## src/core/sdm_regs.svh

```systemverilog
`ifndef SDM_REGS_SVH
`define SDM_REGS_SVH

// register addresses on the serial control port
`define SDM_ADDR_RST_MUTE_RATE 7'h10
`define SDM_ADDR_PSAVE_FMT 7'h11
`define SDM_ADDR_OPER_FILT 7'h12
`define SDM_ADDR_OUT_PHASE 7'h13
`define SDM_ADDR_SOFT_MUTE 7'h14
`define SDM_ADDR_SILENCE 7'h15
`define SDM_ADDR_ATTEN_FLAG 7'h16

// field positions
`define SDM_BIT_RESTORE 7
`define SDM_BIT_RESYNC 6
`define SDM_POS_MUTE_SRC 2
`define SDM_POS_RATE 0
`define SDM_BIT_PSAVE_SEL 7
`define SDM_POS_FMT 0
`define SDM_BIT_OPDIS 4
`define SDM_BIT_ROLLOFF 0
`define SDM_POS_INVERT 0
`define SDM_POS_SMUTE 0
`define SDM_POS_SILENCE 0
`define SDM_BIT_ATTEN_MODE 7

// reset values
`define SDM_RST_MUTE_SRC 4'h0
`define SDM_RST_RATE 2'h0
`define SDM_RST_PSAVE_SEL 1'h0
`define SDM_RST_FMT 3'h0
`define SDM_RST_OPDIS 1'h0
`define SDM_RST_ROLLOFF 1'h0
`define SDM_RST_INVERT 2'h0
`define SDM_RST_SMUTE 2'h0
`define SDM_RST_ATTEN_MODE 1'h0
`define SDM_RST_ATTEN_CUR 8'hff

// timing counts
`define SDM_STEP_FS_PERIODS 3'h7
`define SDM_RATIO_Q_LO 11'h080
`define SDM_RATIO_Q_HI 11'h0c0
`define SDM_RATIO_D_LO 11'h100
`define SDM_RATIO_D_HI 11'h180
`define SDM_RATIO_S_LO 11'h200
`define SDM_RATIO_S_MID 11'h300
`define SDM_RATIO_S_HI 11'h480
`define SDM_RATIO_MAX 11'h7ff

// attenuation codes at or below these are full mute
`define SDM_MUTE_THR_FINE 8'h80
`define SDM_MUTE_THR_WIDE 8'h9a
`define SDM_ATTEN_MUTE 8'h00

`endif

```

## src/core/sdm_pkg.sv

```systemverilog
package sdm_pkg;
  typedef enum logic [1:0] {
    SDM_RATE_AUTO,
    SDM_RATE_SINGLE,
    SDM_RATE_DUAL,
    SDM_RATE_QUAD
  } sdm_rate_e;
endpackage

```

## src/core/sdm_att_if.sv

```systemverilog
`timescale 1ns/100ps
`default_nettype none
interface sdm_att_if;
  logic atten_mode;
  logic step_tick;
  logic [1:0] mute;
  logic [1:0][7:0] level;
  logic [1:0][7:0] cur;
  logic [1:0] muted;
  modport ctl (output atten_mode, step_tick, mute, level, input cur, muted);
  modport att (input atten_mode, step_tick, mute, level, output cur, muted);
endinterface
`default_nettype wire

```

## src/core/sdm_atten.sv

```systemverilog
`timescale 1ns/100ps
`default_nettype none
`include "sdm_regs.svh"
module sdm_atten
(
  input wire logic i_clk,
  input wire logic i_rst,
  sdm_att_if.att att
);
  logic [7:0] thr;

  assign thr = att.atten_mode ? `SDM_MUTE_THR_WIDE : `SDM_MUTE_THR_FINE;

  genvar ch;
  generate
    for (ch = 0; ch < 2; ch++)
    begin : g_ch
      logic [7:0] cur_q;
      logic muted_q;
      logic [7:0] target;

      // mute overrides the programmed level
      assign target = (att.mute[ch] || att.level[ch] <= thr) ? `SDM_ATTEN_MUTE : att.level[ch];
      assign att.cur[ch] = cur_q;
      assign att.muted[ch] = muted_q;

      // one code per step interval, both directions, except jumps across the mute threshold
      always_ff @(posedge i_clk)
      begin
        if (i_rst)
          cur_q <= `SDM_RST_ATTEN_CUR;
        else if (att.step_tick)
        begin
          if (cur_q > target)
          begin
            // stepping to or below the mute threshold the ramp lands on full mute
            if (cur_q <= thr + 8'h01)
              cur_q <= `SDM_ATTEN_MUTE;
            else
              cur_q <= cur_q - 8'h01;
          end
          else if (cur_q < target)
          begin
            // leaving mute resumes from just above the threshold
            if (cur_q <= thr)
              cur_q <= thr + 8'h01;
            else
              cur_q <= cur_q + 8'h01;
          end
        end
      end

      always_ff @(posedge i_clk)
      begin
        if (i_rst)
          muted_q <= 1'b0;
        else
          muted_q <= (cur_q <= thr);
      end
    end
  endgenerate
endmodule
`default_nettype wire

```

## src/core/sdm_rate_det.sv

```systemverilog
`timescale 1ns/100ps
`default_nettype none
`include "sdm_regs.svh"
module sdm_rate_det
  import sdm_pkg::*;
(
  input wire logic i_clk,
  input wire logic i_rst,
  input wire logic i_restart,
  input wire logic i_fs_edge,
  output sdm_pkg::sdm_rate_e o_rate
);
  logic [10:0] cnt_q;
  logic [10:0] period;
  sdm_rate_e rate_q;

  assign period = cnt_q + 11'h001;
  assign o_rate = rate_q;

  // system clocks per sampling period
  always_ff @(posedge i_clk)
  begin
    if (i_rst || i_restart || i_fs_edge)
      cnt_q <= 11'h000;
    else if (cnt_q != `SDM_RATIO_MAX)
      cnt_q <= cnt_q + 11'h001;
  end

  always_ff @(posedge i_clk)
  begin
    if (i_rst)
      rate_q <= SDM_RATE_SINGLE;
    else if (i_fs_edge && !i_restart)
    begin
      case (period)
        `SDM_RATIO_S_LO, `SDM_RATIO_S_MID, `SDM_RATIO_S_HI: rate_q <= SDM_RATE_SINGLE;
        `SDM_RATIO_D_LO, `SDM_RATIO_D_HI: rate_q <= SDM_RATE_DUAL;
        `SDM_RATIO_Q_LO, `SDM_RATIO_Q_HI: rate_q <= SDM_RATE_QUAD;
        default: rate_q <= rate_q;
      endcase
    end
  end
endmodule
`default_nettype wire

```

## src/core/sdm_top.sv

```systemverilog
// Function
// - Writing 0 to restore bit loads all defaults
// - Restore bit returns to 1 by itself
// - Writing 0 to resync bit restarts, keeps registers
// - Resync bit returns to 1 by itself
// - Four enables gate analog mute sources
// - Rate field: auto, single, dual, quad
// - Auto mode derives rate from clock ratio
// - Power-save select picks power save or disable
// - Three-bit field selects audio input format
// - Operation disable cuts input, clears data
// - Disable holds common mode or ground, powerdown
// - Control port stays live during disable
// - Roll-off bit: 0 sharp, 1 slow
// - Phase bits invert left and right outputs
// - Soft mute ramps channel to full mute
// - Unmute ramps back to programmed level
// - Soft mute overrides programmed attenuation level
// - Silence bits show live zero detectors
// - Attenuation-mode bit seven, reset zero
// - Mode picks fine (80h) or wide (9Ah) mute threshold
// - Ramps step once per eight sample periods
`timescale 1ns/100ps
`default_nettype none
`include "sdm_regs.svh"
module sdm_top
  import sdm_pkg::*;
(
  input wire logic I_MCLK,
  input wire logic I_SYS_RST,
  input wire logic I_REG_WR,
  input wire logic I_REG_RD,
  input wire logic [6:0] I_REG_ADDR,
  input wire logic [7:0] I_REG_WDATA,
  output logic [7:0] O_REG_RDATA,
  output logic O_REG_RVALID,
  input wire logic I_LRCK,
  input wire logic I_ZERO_L,
  input wire logic I_ZERO_R,
  input wire logic I_CLK_HALT,
  input wire logic I_ASYNC_DET,
  input wire logic [7:0] I_ATTEN_L,
  input wire logic [7:0] I_ATTEN_R,
  output sdm_pkg::sdm_rate_e O_RATE,
  output logic [2:0] O_FORMAT,
  output logic O_ROLLOFF,
  output logic [1:0] O_INVERT,
  output logic O_ATTEN_MODE,
  output logic [7:0] O_ATTEN_L,
  output logic [7:0] O_ATTEN_R,
  output logic [1:0] O_CH_MUTED,
  output logic O_ANALOG_MUTE,
  output logic O_DATA_CLEAR,
  output logic O_HOLD_COMMON,
  output logic O_HOLD_GROUND,
  output logic O_POWER_DOWN,
  output logic O_RESYNC
);
  logic restore_q;
  logic resync_q;
  logic [3:0] mute_src_q;
  logic [1:0] rate_q;
  logic psave_sel_q;
  logic [2:0] fmt_q;
  logic opdis_q;
  logic rolloff_q;
  logic [1:0] invert_q;
  logic [1:0] smute_q;
  logic atten_mode_q;
  logic wr_ok;
  logic [7:0] rd_d;
  logic lr_s1_q;
  logic lr_s2_q;
  logic lr_s3_q;
  logic lr_st_q;
  logic fs_edge;
  logic [2:0] fs_cnt_q;
  logic step_q;
  sdm_rate_e det_rate;

  sdm_att_if att_bus ();

  // register writes, accepted in every operating mode except the cycle when a written restore 0 is pending
  assign wr_ok = I_REG_WR && restore_q;

  // restore: a written 0 is acted on next cycle and reads back as 1
  always_ff @(posedge I_MCLK)
  begin
    if (I_SYS_RST)
      restore_q <= 1'b1;
    else if (!restore_q)
      restore_q <= 1'b1;
    else if (wr_ok && I_REG_ADDR == `SDM_ADDR_RST_MUTE_RATE)
      restore_q <= I_REG_WDATA[`SDM_BIT_RESTORE];
  end

  always_ff @(posedge I_MCLK)
  begin
    if (I_SYS_RST)
      resync_q <= 1'b1;
    else if (!resync_q)
      resync_q <= 1'b1;
    else if (wr_ok && I_REG_ADDR == `SDM_ADDR_RST_MUTE_RATE)
      resync_q <= I_REG_WDATA[`SDM_BIT_RESYNC];
  end

  // one-cycle restart strobe; mode registers untouched
  always_ff @(posedge I_MCLK)
  begin
    if (I_SYS_RST)
      O_RESYNC <= 1'b0;
    else
      O_RESYNC <= !resync_q;
  end

  // reserved positions are not stored
  always_ff @(posedge I_MCLK)
  begin
    if (I_SYS_RST || !restore_q)
    begin
      mute_src_q <= `SDM_RST_MUTE_SRC;
      rate_q <= `SDM_RST_RATE;
    end
    else if (wr_ok && I_REG_ADDR == `SDM_ADDR_RST_MUTE_RATE)
    begin
      mute_src_q <= I_REG_WDATA[`SDM_POS_MUTE_SRC +: 4];
      rate_q <= I_REG_WDATA[`SDM_POS_RATE +: 2];
    end
  end

  always_ff @(posedge I_MCLK)
  begin
    if (I_SYS_RST || !restore_q)
    begin
      psave_sel_q <= `SDM_RST_PSAVE_SEL;
      fmt_q <= `SDM_RST_FMT;
    end
    else if (wr_ok && I_REG_ADDR == `SDM_ADDR_PSAVE_FMT)
    begin
      psave_sel_q <= I_REG_WDATA[`SDM_BIT_PSAVE_SEL];
      fmt_q <= I_REG_WDATA[`SDM_POS_FMT +: 3];
    end
  end

  always_ff @(posedge I_MCLK)
  begin
    if (I_SYS_RST || !restore_q)
    begin
      opdis_q <= `SDM_RST_OPDIS;
      rolloff_q <= `SDM_RST_ROLLOFF;
    end
    else if (wr_ok && I_REG_ADDR == `SDM_ADDR_OPER_FILT)
    begin
      opdis_q <= I_REG_WDATA[`SDM_BIT_OPDIS];
      rolloff_q <= I_REG_WDATA[`SDM_BIT_ROLLOFF];
    end
  end

  always_ff @(posedge I_MCLK)
  begin
    if (I_SYS_RST || !restore_q)
      invert_q <= `SDM_RST_INVERT;
    else if (wr_ok && I_REG_ADDR == `SDM_ADDR_OUT_PHASE)
      invert_q <= I_REG_WDATA[`SDM_POS_INVERT +: 2];
  end

  always_ff @(posedge I_MCLK)
  begin
    if (I_SYS_RST || !restore_q)
      smute_q <= `SDM_RST_SMUTE;
    else if (wr_ok && I_REG_ADDR == `SDM_ADDR_SOFT_MUTE)
      smute_q <= I_REG_WDATA[`SDM_POS_SMUTE +: 2];
  end

  always_ff @(posedge I_MCLK)
  begin
    if (I_SYS_RST || !restore_q)
      atten_mode_q <= `SDM_RST_ATTEN_MODE;
    else if (wr_ok && I_REG_ADDR == `SDM_ADDR_ATTEN_FLAG)
      atten_mode_q <= I_REG_WDATA[`SDM_BIT_ATTEN_MODE];
  end

  // read mux; silence register has no storage
  always_comb
  begin
    rd_d = 8'h00;
    case (I_REG_ADDR)
      `SDM_ADDR_RST_MUTE_RATE:
      begin
        rd_d[`SDM_BIT_RESTORE] = restore_q;
        rd_d[`SDM_BIT_RESYNC] = resync_q;
        rd_d[`SDM_POS_MUTE_SRC +: 4] = mute_src_q;
        rd_d[`SDM_POS_RATE +: 2] = rate_q;
      end
      `SDM_ADDR_PSAVE_FMT:
      begin
        rd_d[`SDM_BIT_PSAVE_SEL] = psave_sel_q;
        rd_d[`SDM_POS_FMT +: 3] = fmt_q;
      end
      `SDM_ADDR_OPER_FILT:
      begin
        rd_d[`SDM_BIT_OPDIS] = opdis_q;
        rd_d[`SDM_BIT_ROLLOFF] = rolloff_q;
      end
      `SDM_ADDR_OUT_PHASE: rd_d[`SDM_POS_INVERT +: 2] = invert_q;
      `SDM_ADDR_SOFT_MUTE: rd_d[`SDM_POS_SMUTE +: 2] = smute_q;
      `SDM_ADDR_SILENCE: rd_d[`SDM_POS_SILENCE +: 2] = {I_ZERO_R, I_ZERO_L};
      `SDM_ADDR_ATTEN_FLAG: rd_d[`SDM_BIT_ATTEN_MODE] = atten_mode_q;
      default: rd_d = 8'h00;
    endcase
  end

  always_ff @(posedge I_MCLK)
  begin
    if (I_SYS_RST)
    begin
      O_REG_RDATA <= 8'h00;
      O_REG_RVALID <= 1'b0;
    end
    else
    begin
      O_REG_RVALID <= I_REG_RD;
      if (I_REG_RD)
        O_REG_RDATA <= rd_d;
    end
  end

  // sampling clock pin: three stages, change accepted when stages 2 and 3 agree
  always_ff @(posedge I_MCLK)
  begin
    if (I_SYS_RST)
    begin
      lr_s1_q <= 1'b0;
      lr_s2_q <= 1'b0;
      lr_s3_q <= 1'b0;
    end
    else
    begin
      lr_s1_q <= I_LRCK;
      lr_s2_q <= lr_s1_q;
      lr_s3_q <= lr_s2_q;
    end
  end

  always_ff @(posedge I_MCLK)
  begin
    if (I_SYS_RST)
      lr_st_q <= 1'b0;
    else if (lr_s2_q == lr_s3_q)
      lr_st_q <= lr_s3_q;
  end

  assign fs_edge = (lr_s2_q == lr_s3_q) && lr_s3_q && !lr_st_q;

  // eight sampling periods per attenuator step
  always_ff @(posedge I_MCLK)
  begin
    if (I_SYS_RST || O_RESYNC)
    begin
      fs_cnt_q <= 3'h0;
      step_q <= 1'b0;
    end
    else
    begin
      step_q <= fs_edge && (fs_cnt_q == `SDM_STEP_FS_PERIODS);
      if (fs_edge)
        fs_cnt_q <= fs_cnt_q + 3'h1;
    end
  end

  sdm_rate_det u_rate (
    .i_clk(I_MCLK),
    .i_rst(I_SYS_RST),
    .i_restart(O_RESYNC),
    .i_fs_edge(fs_edge),
    .o_rate(det_rate)
  );

  assign att_bus.atten_mode = atten_mode_q;
  assign att_bus.step_tick = step_q;
  assign att_bus.mute = smute_q;
  assign att_bus.level[0] = I_ATTEN_L;
  assign att_bus.level[1] = I_ATTEN_R;

  sdm_atten u_atten (
    .i_clk(I_MCLK),
    .i_rst(I_SYS_RST),
    .att(att_bus)
  );

  assign O_ATTEN_L = att_bus.cur[0];
  assign O_ATTEN_R = att_bus.cur[1];
  assign O_CH_MUTED = att_bus.muted;

  // registered mode outputs
  always_ff @(posedge I_MCLK)
  begin
    if (I_SYS_RST)
    begin
      O_RATE <= SDM_RATE_SINGLE;
      O_FORMAT <= `SDM_RST_FMT;
      O_ROLLOFF <= `SDM_RST_ROLLOFF;
      O_INVERT <= `SDM_RST_INVERT;
      O_ATTEN_MODE <= `SDM_RST_ATTEN_MODE;
    end
    else
    begin
      O_RATE <= (rate_q == `SDM_RST_RATE) ? det_rate : sdm_rate_e'(rate_q);
      O_FORMAT <= fmt_q;
      O_ROLLOFF <= rolloff_q;
      O_INVERT <= invert_q;
      O_ATTEN_MODE <= atten_mode_q;
    end
  end

  // disabled output parks at common mode or at ground
  always_ff @(posedge I_MCLK)
  begin
    if (I_SYS_RST)
    begin
      O_DATA_CLEAR <= 1'b0;
      O_HOLD_COMMON <= 1'b0;
      O_HOLD_GROUND <= 1'b0;
      O_POWER_DOWN <= 1'b0;
    end
    else
    begin
      O_DATA_CLEAR <= opdis_q;
      O_HOLD_COMMON <= opdis_q && psave_sel_q;
      O_HOLD_GROUND <= opdis_q && !psave_sel_q;
      O_POWER_DOWN <= opdis_q && !psave_sel_q;
    end
  end

  // any enabled source mutes the output stage
  always_ff @(posedge I_MCLK)
  begin
    if (I_SYS_RST)
      O_ANALOG_MUTE <= 1'b0;
    else
      O_ANALOG_MUTE <= (mute_src_q[0] && I_CLK_HALT) || (mute_src_q[1] && I_ASYNC_DET)
        || (mute_src_q[2] && I_ZERO_L && I_ZERO_R) || (mute_src_q[3] && opdis_q);
  end
endmodule
`default_nettype wire

```

## config.mk

```make
export PLATFORM = sky130hd
export DESIGN_NAME = sdm_top
export DESIGN_NICKNAME = d
export VERILOG_FILES = /design/src/core/sdm_pkg.sv /design/src/core/sdm_att_if.sv /design/src/core/sdm_atten.sv /design/src/core/sdm_rate_det.sv /design/src/core/sdm_top.sv
export VERILOG_INCLUDE_DIRS = /design/src /design/src/core
export SDC_FILE = /design/constraint.sdc
export NUM_CORES = 1
export LEC_CHECK = 0
export BUFFER_PORTS_ARGS = -buffer_cell sky130_fd_sc_hd__buf_2
export CAP_MARGIN = 20
export CORE_UTILIZATION = 50
export CTS_CLUSTER_SIZE = 25
export DETAILED_ROUTE_END_ITERATION = 7
export PLACE_DENSITY = 0.75
export SYNTH_ARGS = -nofsm -noshare
export SYNTH_HDL_FRONTEND = slang
export SYNTH_SLANG_ARGS = --single-unit
```

## constraint.sdc

```tcl
create_clock -name I_MCLK -period 3.5 [get_ports I_MCLK]
set_clock_uncertainty 0.15 [all_clocks]
set_input_delay 0.175 -clock I_MCLK [delete_from_list [all_inputs] [get_ports I_MCLK]]
set_output_delay 0.175 -clock I_MCLK [all_outputs]
set_load 0.01 [all_outputs]
```

==> impl_metrics.yaml, run 1 <==
run_status:
  status: "finished, final reports clean"
layout:
  n_fill_cell: 807
  nNetsFinal: 734
  postLayoutCoreUtil_pct: 64.2
  antenna_cells: 0
  layout_common_cells: "buf_2, dfxtp_1, nor2_1"
  final_common_cell: "buf_2"
  drive_gt1_share_pct: 25.4
  areaGrowthSynthToFinish_pct: 23.3
floorplan:
  fp-row-count: 35
  die_h_um: 100
  core_area_um2: 9280
  initial_core_util_pct: 52.1
  dieArea_um2: 10100
  ios: 82
  die_x_um: 100
sta:
  setup_viol: 0
  whs_ps: 57.3
  hold_violations: 0
  slew_violations: 0
  rsz0062_at_grt: "true"
  worst_slew_pin_slew_ps: 924
  finalCritPeriodShare_pct: 97.5
  slew_headroom_pct: 38.4
  fmax_mhz: 293
  fin_crit_ps: 3410
power_and_ir_drop:
  leakage_nw: 2.51
  irDropWorstVdd_mv: 0.226
  power_density_nw_per_um2: 324
global_route:
  antenna_found_initial: 0
  grt_use_total_pct: 26.2
  grt-ovfl-total: 0
  grt_pass1_vias: 4359
  grt_max_degree: 48
  grt_pass1_wl_um: 20800
detailed_routing:
  wirelength_um: 13100
  wl_per_cell_um: 16.6
  drtAntennaViolNets: 0
  drc: 0
  vias: 4597
  drtIter0Drc: 228
  viasPerCell: 5.82
  first_pass_iters: 4
logic_synthesis:
  synthDistinctLibCells: 71
  synth_area_um2: 4840
  synthMuxAreaShare_pct: 6.70
  syn_area_per_cell_um2: 8.59
  synth_edf_count: 0
  synthSimpleGateAreaFrac_pct: 24.5
  synth_compound_area_share_pct: 17.5
  synth-main-ff-cell: "dfxtp_1"
  syn_nets: 641
  ys_seq_area_share_pct: 33.5
  syn_inst: 563
  yosys.area_share.adder_pct: 9.83
  synth_top_family_by_area: "simple AND/OR/NAND/NOR gates"
  async_flop_share_pct: 0
  synthXorXnorAreaFrac_pct: 2.90
  synth-seq-cells: 81
  yosysWarnings: 0
placement:
  place_hpwl_um: 9330
  gp_congestion: 0.972
  io_buffers: 81
worst_setup_path:
  arrival_ps: 3500
  path_class: "reg2reg"
  critPathLaunchType: "register"
  r2r.worst_path.cells: 14
  critPathRequiredTime_ps: 3590
  path_max_fanout: 6
  end_kind: "register"
clocking:
  cts_max_path_buffers: 2
  clk_latency_ps: 360
  cts_sinks: 81
  cts_inserted_buffers: 9
  htree_levels: 3
  path_clk_slew_ps: 90
  cts-root-buf: "clkbuf_8"
  tritoncts: "built"
worst_hold_path:
  hold_depth: 2
  hp-class: "in2reg"
run:
  max_cap_viol_count: 0
-- kinds of logic after synthesis --
kind of cell | count (synthesis)
buffers and inverters | 54
adders and majority gates | 38
xor gates and xnor gates | 16
DFF | 81
muxes | 32
and+or+nand+nor | 219
AOI/OAI and AO/OA | 123
-- area by class of cell --
cell class / count / area (µm²) / area share, %
Timing Repair Buffer: 114 / 687 / 11.5
Sequential cell: 81 / 1620 / 27.2
Tap cell: 129 / 161 / 2.71
Clock buffer: 10 / 138 / 2.31
Clock inverter: 6 / 97.6 / 1.64
Inverter: 22 / 82.6 / 1.38
Multi-Input combinational cell: 428 / 3170 / 53.2
-- stage by stage --
step	cell area, µm²	cells	power, mW	setup TNS, ps	worst slack, ps
final	5960	790	1.93	0	87.2
after global routing	5960	790	2.02	-69.3	-40.5
after CTS	5790	789	1.93	0	5.59
after detailed placement	5390	760	1.11	-266	-91.2
after global placement	5390	760	1.10	0	44.5
after floorplan	4840	563	1.05	0	2.66
-- state kept, by name, indices dropped and copies added (netlist names), 2 cells and up --
name and flops:
O_RATE 2, invert_q 2, fs_cnt_q 3, u_atten.g_ch.muted_q 2, O_REG_RDATA 8, u_rate.o_rate 2
u_atten.g_ch.cur_q 16, u_rate.cnt_q 11, att_bus.mute 2, rate_q 2, O_FORMAT 3, fmt_q 3
O_INVERT 2, mute_src_q 4
-- routing by layer --
metal,routed length (µm),up-vias,share of wire [%],global-route usage [%]
met5,0,-,0,0
met3,670,21,5.1,5.01
met4,208,0,1.6,8.03
met1,5750,2206,44,33.4
li1,-,2238,-,-
met2,6450,132,49,44.7
-- synth_stat cells, drive strengths merged, types with 6 or more instances --
master   n  area (µm²)
nand3   19        95.1
o21ai   17        85.1
nor2b   16         100
xnor2   12         105
ha      38         475
and2     8        52.6
nor4     6        52.6
nor2    58         218
nor3    13        65.1
nand4   13        81.3
or3      8        50.1
clkbuf  22        86.3
and3     8        50.1
a211oi   9        67.6
inv     21        78.8
dfxtp   81        1620
a21oi   34         170
nand2   35         131
buf     10        75.1
mux2i   29         290
nand2b  11        76.3
-- worst paths after layout --
check,startpoint,endpoint,slack [ps]
worst max-delay path,att_bus.atten_mode,u_atten.g_ch[1].cur_q[2],90
worst min register to register,resync_q,resync_q,280
worst max register to register,att_bus.atten_mode,u_atten.g_ch[1].cur_q[2],90
worst min-delay path,I_REG_RD,O_REG_RVALID,60
-- report_power, final --
group / internal (mW) / total [mW] / switching [mW]
clock network: 0.433 / 0.809 / 0.376
logic: 0.0868 / 0.191 / 0.104
registers: 0.929 / 0.935 / 0.00561
-- timing repair --
action,4_1_cts,5_1_grt
gates resized for setup,10,31
buffers inserted,1,1
hold buffers,12,0
endpoints found under the hold margin,20,0
endpoints found under the setup margin,6,16
pin swaps,4,9
-- critical path: stages (launching register included) --
cell and delay (ps):
dfxtp_2 350, inv_2 140, ha_4 230, a21o_1 160, a21oi_2 150, a41oi_2 60
o311a_4 360, and2_1 170, ha_1 270, nand4_1 120, nor2_2 180, o21ai_2 100
and2_2 240, and4_4 170, or4_1 450
Power figures use the tool's default switching activity.
==> inputs of run 2 (changes only) <==
Settings changed: CORE_MARGIN set to 1.5, SYNTH_HIERARCHICAL set to 1.
==> run 2 against run 1 <==
Against the previous run: sequential power is 1% higher; sequential cell count stayed put; largest power group unchanged; non-clock buffer count is 1 lower; final area is 4.4% higher.
==> impl_metrics.yaml, run 2 <==
layout:
  largest_register_ffs: 16
  reg.largest.list: "u_atten/g_ch.cur_q: 16 flops, u_rate/cnt_q: 11 flops, O_REG_RDATA: 8 flops"
  layout_common_cells: "buf_2, dfxtp_1, nand2_1"
  regMostFlops: "u_atten/g_ch.cur_q"
  n_fill_cell: 849
  areaGrowthSynthToFinish_pct: 20.6
  antenna_cells: 0
  stdcell_area_um2: 6230
  final_common_cell: "buf_2"
  nNetsFinal: 767
  postLayoutCoreUtil_pct: 62.9
  drive_gt1_share_pct: 24.8
clocking:
  htree_levels: 3
  cts_max_path_buffers: 2
  cts_inserted_buffers: 9
  cts_sinks: 81
  clk_latency_ps: 370
  path_clk_slew_ps: 100
  cts-root-buf: "clkbuf_8"
  tritoncts: "built"
detailed_routing:
  wirelength_um: 13800
  drtAntennaViolNets: 0
  drtIter0Drc: 234
  viasPerCell: 5.96
  wl_per_cell_um: 16.7
  drc: 0
  first_pass_iters: 5
  vias: 4929
logic_synthesis:
  async_flop_share_pct: 0
  synth_area_um2: 5160
  ys_seq_area_share_pct: 31.4
  synth_common_cells: "dfxtp_1, nand2_1, nor2_1"
  synth-main-ff-cell: "dfxtp_1"
  synth_edf_count: 0
  syn_area_per_cell_um2: 8.64
  ys_top_cells_by_area: "dfxtp_1, ha_1, mux2i_1"
  yosys.cell_count.top_type: "dfxtp_1"
  synth-seq-cells: 81
  synth_area_leader_cell: "dfxtp_1"
  yosysWarnings: 6
  syn_nets: 676
  syn_inst: 598
  synth_top_area_share_pct: 31.4
  synthDistinctLibCells: 84
power_and_ir_drop:
  switching_share_pct: 29.4
  irDropWorstVdd_mv: 0.265
  combPwrFrac_pct: 11.5
  leakage_nw: 2.71
  p_int_mw: 1.31
  power_density_nw_per_um2: 298
  seqPwrFrac_pct: 50.9
  clkPwrFrac_pct: 37.6
  p_sw_mw: 0.546
placement:
  place_hpwl_um: 9490
  dpl_cell_area_um2: 5680
  io_buffers: 81
  gp_congestion: 0.970
floorplan:
  core_area_um2: 9910
  ios: 82
  initial_core_util_pct: 52.1
  die_x_um: 105
  fp-row-count: 36
  die_h_um: 105
  dieArea_um2: 10900
sta:
  hold_violations: 0
  finalCritPeriodShare_pct: 98.2
  fin_crit_ps: 3440
  whs_ps: 30.0
  slew_violations: 0
  fmax_mhz: 291
  worst_slew_pin_slew_ps: 946
  slew_headroom_pct: 36.9
  setup_viol: 0
worst_setup_path:
  critPathRequiredTime_ps: 3610
  slowest_stage: "o311a_1"
  arrival_ps: 3540
  critPathTopFamily: "compound AO/OA/AOI/OAI gates"
  crit_chain: "inv_2 -> ha_4 -> a21o_1 -> a21oi_2 -> a41oi_1 -> o311a_1 -> nand2_1 -> ha_1 -> nor2b_1 -> o211a_1 -> nand2b_4 -> o31ai_4 -> o21ai_1 -> a221o_1"
  end_kind: "register"
  path_class: "reg2reg"
  slowest_delay_ps: 380
  path_buf_inv: 1
  critPathLaunchType: "register"
  path_max_fanout: 5
run_status:
  status: "finished, final reports clean"
global_route:
  grt_pass1_vias: 4712
  grt-ovfl-total: 0
  grt_max_degree: 52
  grt_pass1_wl_um: 22100
  antenna_found_initial: 0
  grt_use_total_pct: 24.5
worst_hold_path:
  hp-class: "in2reg"
run:
  max_cap_viol_count: 0
==> run 2: cell types whose count changed in the layout (fill, tap and decap cells not counted), sizes merged, moves of 5 or more <==
| cell | change |
|---|---|
| a211oi | -5 |
| a21oi | -5 |
| mux2i | -5 |
| nand2 | +27 |
| nor2 | -16 |
| nor2b | +10 |
| nor3 | +8 |
| o21a | +8 |
| o221ai | +6 |
==> run 2: metal layers <==
| metal | global-route usage (%) | up-vias | share of wire, % |
|---|---|---|---|
| li1 | - | 2369 | - |
| met1 | 30.6 | 2320 | 42 |
| met2 | 41.2 | 206 | 49 |
| met3 | 4.24 | 34 | 5.7 |
| met4 | 11.0 | 0 | 2.4 |
| met5 | 0 | - | 0 |
==> run 2: stage by stage <==
step / TNS (ps) / power, mW / worst slack [ps] / instances
final: 0 / 1.86 / 63.2 / 827
after global routing: -343 / 1.92 / -68.1 / 827
after CTS: 0 / 1.84 / 32.2 / 820
after detailed placement: 0 / 1.14 / 55.1 / 793
after global placement: 0 / 1.13 / 155 / 793
after floorplan: 0 / 1.08 / 11.9 / 598
==> run 2: final cells by class <==
type / count / area [µm²] / area share (%)
clock buffer: 9 / 124 / 1.99
inverter: 22 / 82.6 / 1.33
sequential: 81 / 1620 / 26.1
clock inverter: 7 / 68.8 / 1.10
tap: 133 / 166 / 2.67
timing repair buffer: 113 / 692 / 11.1
multi-input combinational: 462 / 3470 / 55.7
==> run 2: logic make-up (layout without fill, tap and decap cells) <==
| group | Yosys count | after routing | synth area share, % |
|---|---|---|---|
| buffers and inverters | 56 | 151 | 4.94 |
| adder cells (fa/ha/maj) | 38 | 38 | 9.21 |
| AND/OR/NAND/NOR | 239 | 239 | 25.9 |
| XOR/XNOR | 20 | 20 | 3.39 |
| AO/OA/AOI/OAI | 134 | 135 | 19.2 |
| multiplexers | 30 | 30 | 5.96 |
| flip-flops | 81 | 81 | 31.4 |
==> run 2: what timing repair did <==
item	in CTS	in global routing
gates resized for setup	0	32
setup endpoints to repair	0	15
setup buffers	0	6
hold endpoints to repair	13	0
hold buffers	11	0
==> run 2: worst paths after layout <==
check	startpoint	cells past startpoint	slack, ps	end
hold / removal	I_REG_RD	3	30	O_REG_RDATA[6]
hold reg to reg	lr_s1_q	1	290	lr_s2_q
setup / recovery	att_bus.atten_mode	14	60	u_atten/g_ch[0].cur_q[6]
setup reg to reg	att_bus.atten_mode	14	60	u_atten/g_ch[0].cur_q[6]
==> run 2: worst register-to-register path, stage by stage, from the launching register on <==
cell and delay (ps):
dfxtp_2 350, inv_2 130, ha_4 230, a21o_1 170
a21oi_2 140, a41oi_1 50, o311a_1 380, nand2_1 90
ha_1 240, nor2b_1 130, o211a_1 230, nand2b_4 170
o31ai_4 380, o21ai_1 140, a221o_1 360
==> run 2: power by group through the flow <==
stage | sequential, mW | clock [mW] | combinational, mW
4_1_cts | 0.943 | 0.710 | 0.184
5_1_grt | 0.945 | 0.743 | 0.234
3_3_place_gp | 0.964 | 0 | 0.167
6_report | 0.944 | 0.698 | 0.214
2_1_floorplan | 0.964 | 0 | 0.112
3_5_place_dp | 0.965 | 0 | 0.175
==> inputs of run 3 (changes only) <==
--- a/config.mk
+++ b/config.mk
@@ -16,4 +16,3 @@
 export SYNTH_ARGS = -nofsm -noshare
 export SYNTH_HDL_FRONTEND = slang
-export SYNTH_HIERARCHICAL = 1
 export SYNTH_SLANG_ARGS = --single-unit
==> constraint.sdc (replaced) <==
create_clock -name I_MCLK -period 3.5 [get_ports I_MCLK]
set_clock_uncertainty 0.15 [all_clocks]
set_input_delay 0.7 -clock I_MCLK [delete_from_list [all_inputs] [get_ports I_MCLK]]
set_output_delay 0.7 -clock I_MCLK [all_outputs]
set_load 0.01 [all_outputs]
==> run 3 against run 2 <==
Against the previous run: count of clock-buffer cells in the layout rose by 1; final area fell by 6.7%; sequential share of layout area rose by 1.9 points; total power fell by 2.4%; sequential power fell by 1%; utilization fell by 0.55 points; cell count fell by 5.3%; fmax rose by 1.1%; highest routed layer unchanged.
==> impl_metrics.yaml, run 3 (synthesis gave the netlist of run 1 again) <==
detailed_routing:
  wirelength_um: 12600
  drtAntennaViolNets: 0
  drtIter0Drc: 213
  drc: 0
  vias: 4554
  viasPerCell: 5.82
  first_pass_iters: 5
  wl_per_cell_um: 16.1
global_route:
  grt_pass1_wl_um: 20100
  use_met2_pct: 39.3
  grt_use_total_pct: 24.6
  busiest_layer: "met2"
  grt_max_degree: 34
  grt_pass1_vias: 4200
  grt_use_met1_pct: 33.5
  antenna_found_initial: 0
  grt-ovfl-total: 0
  grt_util_met3_pct: 4.62
run_status:
  status: "finished, final reports clean"
worst_setup_path:
  slowest_delay_ps: 700
  arrival_ps: 3550
  critPathRequiredTime_ps: 3650
  path_max_fanout: 8
  crit_chain: "buf_2 -> ha_4 -> a21o_1 -> a21oi_2 -> a41oi_1 -> o311a_4 -> nand2_1 -> ha_1 -> nand4_1 -> nor2_2 -> a21oi_4 -> or4b_2 -> nor3_2 -> or4_1"
  end_kind: "register"
  critPathTopFamily: "simple AND/OR/NAND/NOR gates"
  path_class: "in2reg"
  path_buf_inv: 1
  critPathLaunchType: "primary input"
  slowest_stage: "or4b_2"
power_and_ir_drop:
  power_density_nw_per_um2: 312
  p_sw_mw: 0.453
  combPwrFrac_pct: 9.8
  p_total_mw: 1.81
  switching_share_pct: 25.0
  seqPwrFrac_pct: 51.6
  p_int_mw: 1.36
  irDropWorstVdd_mv: 0.231
  clkPwrFrac_pct: 38.6
  leakage_nw: 2.47
floorplan:
  ios: 82
  die_x_um: 101
  die_h_um: 101
  initial_core_util_pct: 51.8
  fp-row-count: 35
  dieArea_um2: 10300
  core_area_um2: 9330
clocking:
  cts-root-buf: "clkbuf_8"
  cts_max_path_buffers: 2
  path_clk_slew_ps: 90
  tritoncts: "built"
  htree_levels: 3
  clk_latency_ps: 350
  cts_inserted_buffers: 9
  holdBufCountCts: 0
  postCtsSetupBuffers: 0
  cts_sinks: 81
sta:
  slew_headroom_pct: 61.1
  hold_violations: 0
  fmax_mhz: 294
  slew_violations: 0
  finalCritPeriodShare_pct: 97.1
  setup_viol: 0
  worst_slew_pin_slew_ps: 582
  fin_crit_ps: 3400
placement:
  place_hpwl_um: 9160
  place_inst: 767
  io_buffers: 81
  gp_congestion: 0.937
layout:
  layout_common_cells: "buf_2, dfxtp_1, nor2_1"
  final_cells: 783
  largest_register_ffs: 16
  n_fill_cell: 847
  final_common_cell: "buf_2"
  antenna_cells: 0
  drive_gt1_share_pct: 25.7
  reg.largest.list: "u_atten.g_ch.cur_q: 16 flops, u_rate.cnt_q: 11 flops, O_REG_RDATA: 8 flops"
  regMostFlops: "u_atten.g_ch.cur_q"
  areaGrowthSynthToFinish_pct: 20.2
  nNetsFinal: 727
run:
  max_cap_viol_count: 0
worst_hold_path:
  hp-class: "reg2reg"
[run 3: final cells by class]
type                       instances  area [µm²]  area share [%]
inverter                          22        85.1            1.46
sequential                        81        1630            28.0
tap                              129         161            2.78
clock inverter                     6        67.6            1.16
multi-input combinational        428        3130            53.9
timing repair buffer             107         604            10.4
clock buffer                      10         138            2.37
[run 3: timing repair]
action | 4_1_cts | 5_1_grt
endpoints found under the setup margin | 1 | 16
pin swaps | 1 | 6
resized for setup | 0 | 24
[run 3: power by group through the flow]
stage	Clock (mW)	Sequential, mW	Combinational, mW
2_1_floorplan	0	0.957	0.0926
5_1_grt	0.753	0.936	0.196
3_3_place_gp	0	0.956	0.156
4_1_cts	0.718	0.935	0.163
3_5_place_dp	0	0.957	0.162
6_report	0.699	0.935	0.177
[run 3: worst reg2reg max path, stage by stage (launching register included)]
cell and delay [ps]:
dfxtp_4 370, buf_6 130, ha_1 170, nand2b_1 60, a21o_1 130, a21oi_2 50
a41oi_1 200, o311a_4 270, nand2_1 70, ha_1 280, nand4_1 190, nor2_2 190
a21oi_4 90, or4b_2 700, nor3_2 160, or4_1 130
[run 3: per-layer routing]
layer / up-vias / wire, µm / part of all wire, %
met1: 2156 / 5760 / 46
met5: - / 0 / 0
met3: 19 / 674 / 5.3
met4: 0 / 204 / 1.6
met2: 150 / 5990 / 47
li1: 2229 / - / -
[run 3: final timing paths]
path,start,endpoint,slack [ps],cells past startpoint
setup / recovery,I_ATTEN_R[3],u_atten.g_ch[1].cur_q[4],100,14
hold / removal,lr_s1_q,lr_s2_q,300,1
setup reg to reg,att_bus.atten_mode,u_atten.g_ch[1].cur_q[4],100,15
hold reg to reg,lr_s1_q,lr_s2_q,300,1
[run 3: stage by stage]
step,area [µm²],hold slack (ps),TNS (ps),utilization (%),setup slack [ps]
final,5810,296,0,62.3,99.9
after global routing,5810,307,-24.1,62.3,-8.23
after CTS,5700,301,0,61.1,2.50
after detailed placement,5490,252,-3630,58.9,-307
after global placement,5490,248,-2270,58.9,-224
after floorplan,4890,234,-1.15,-,-1.15
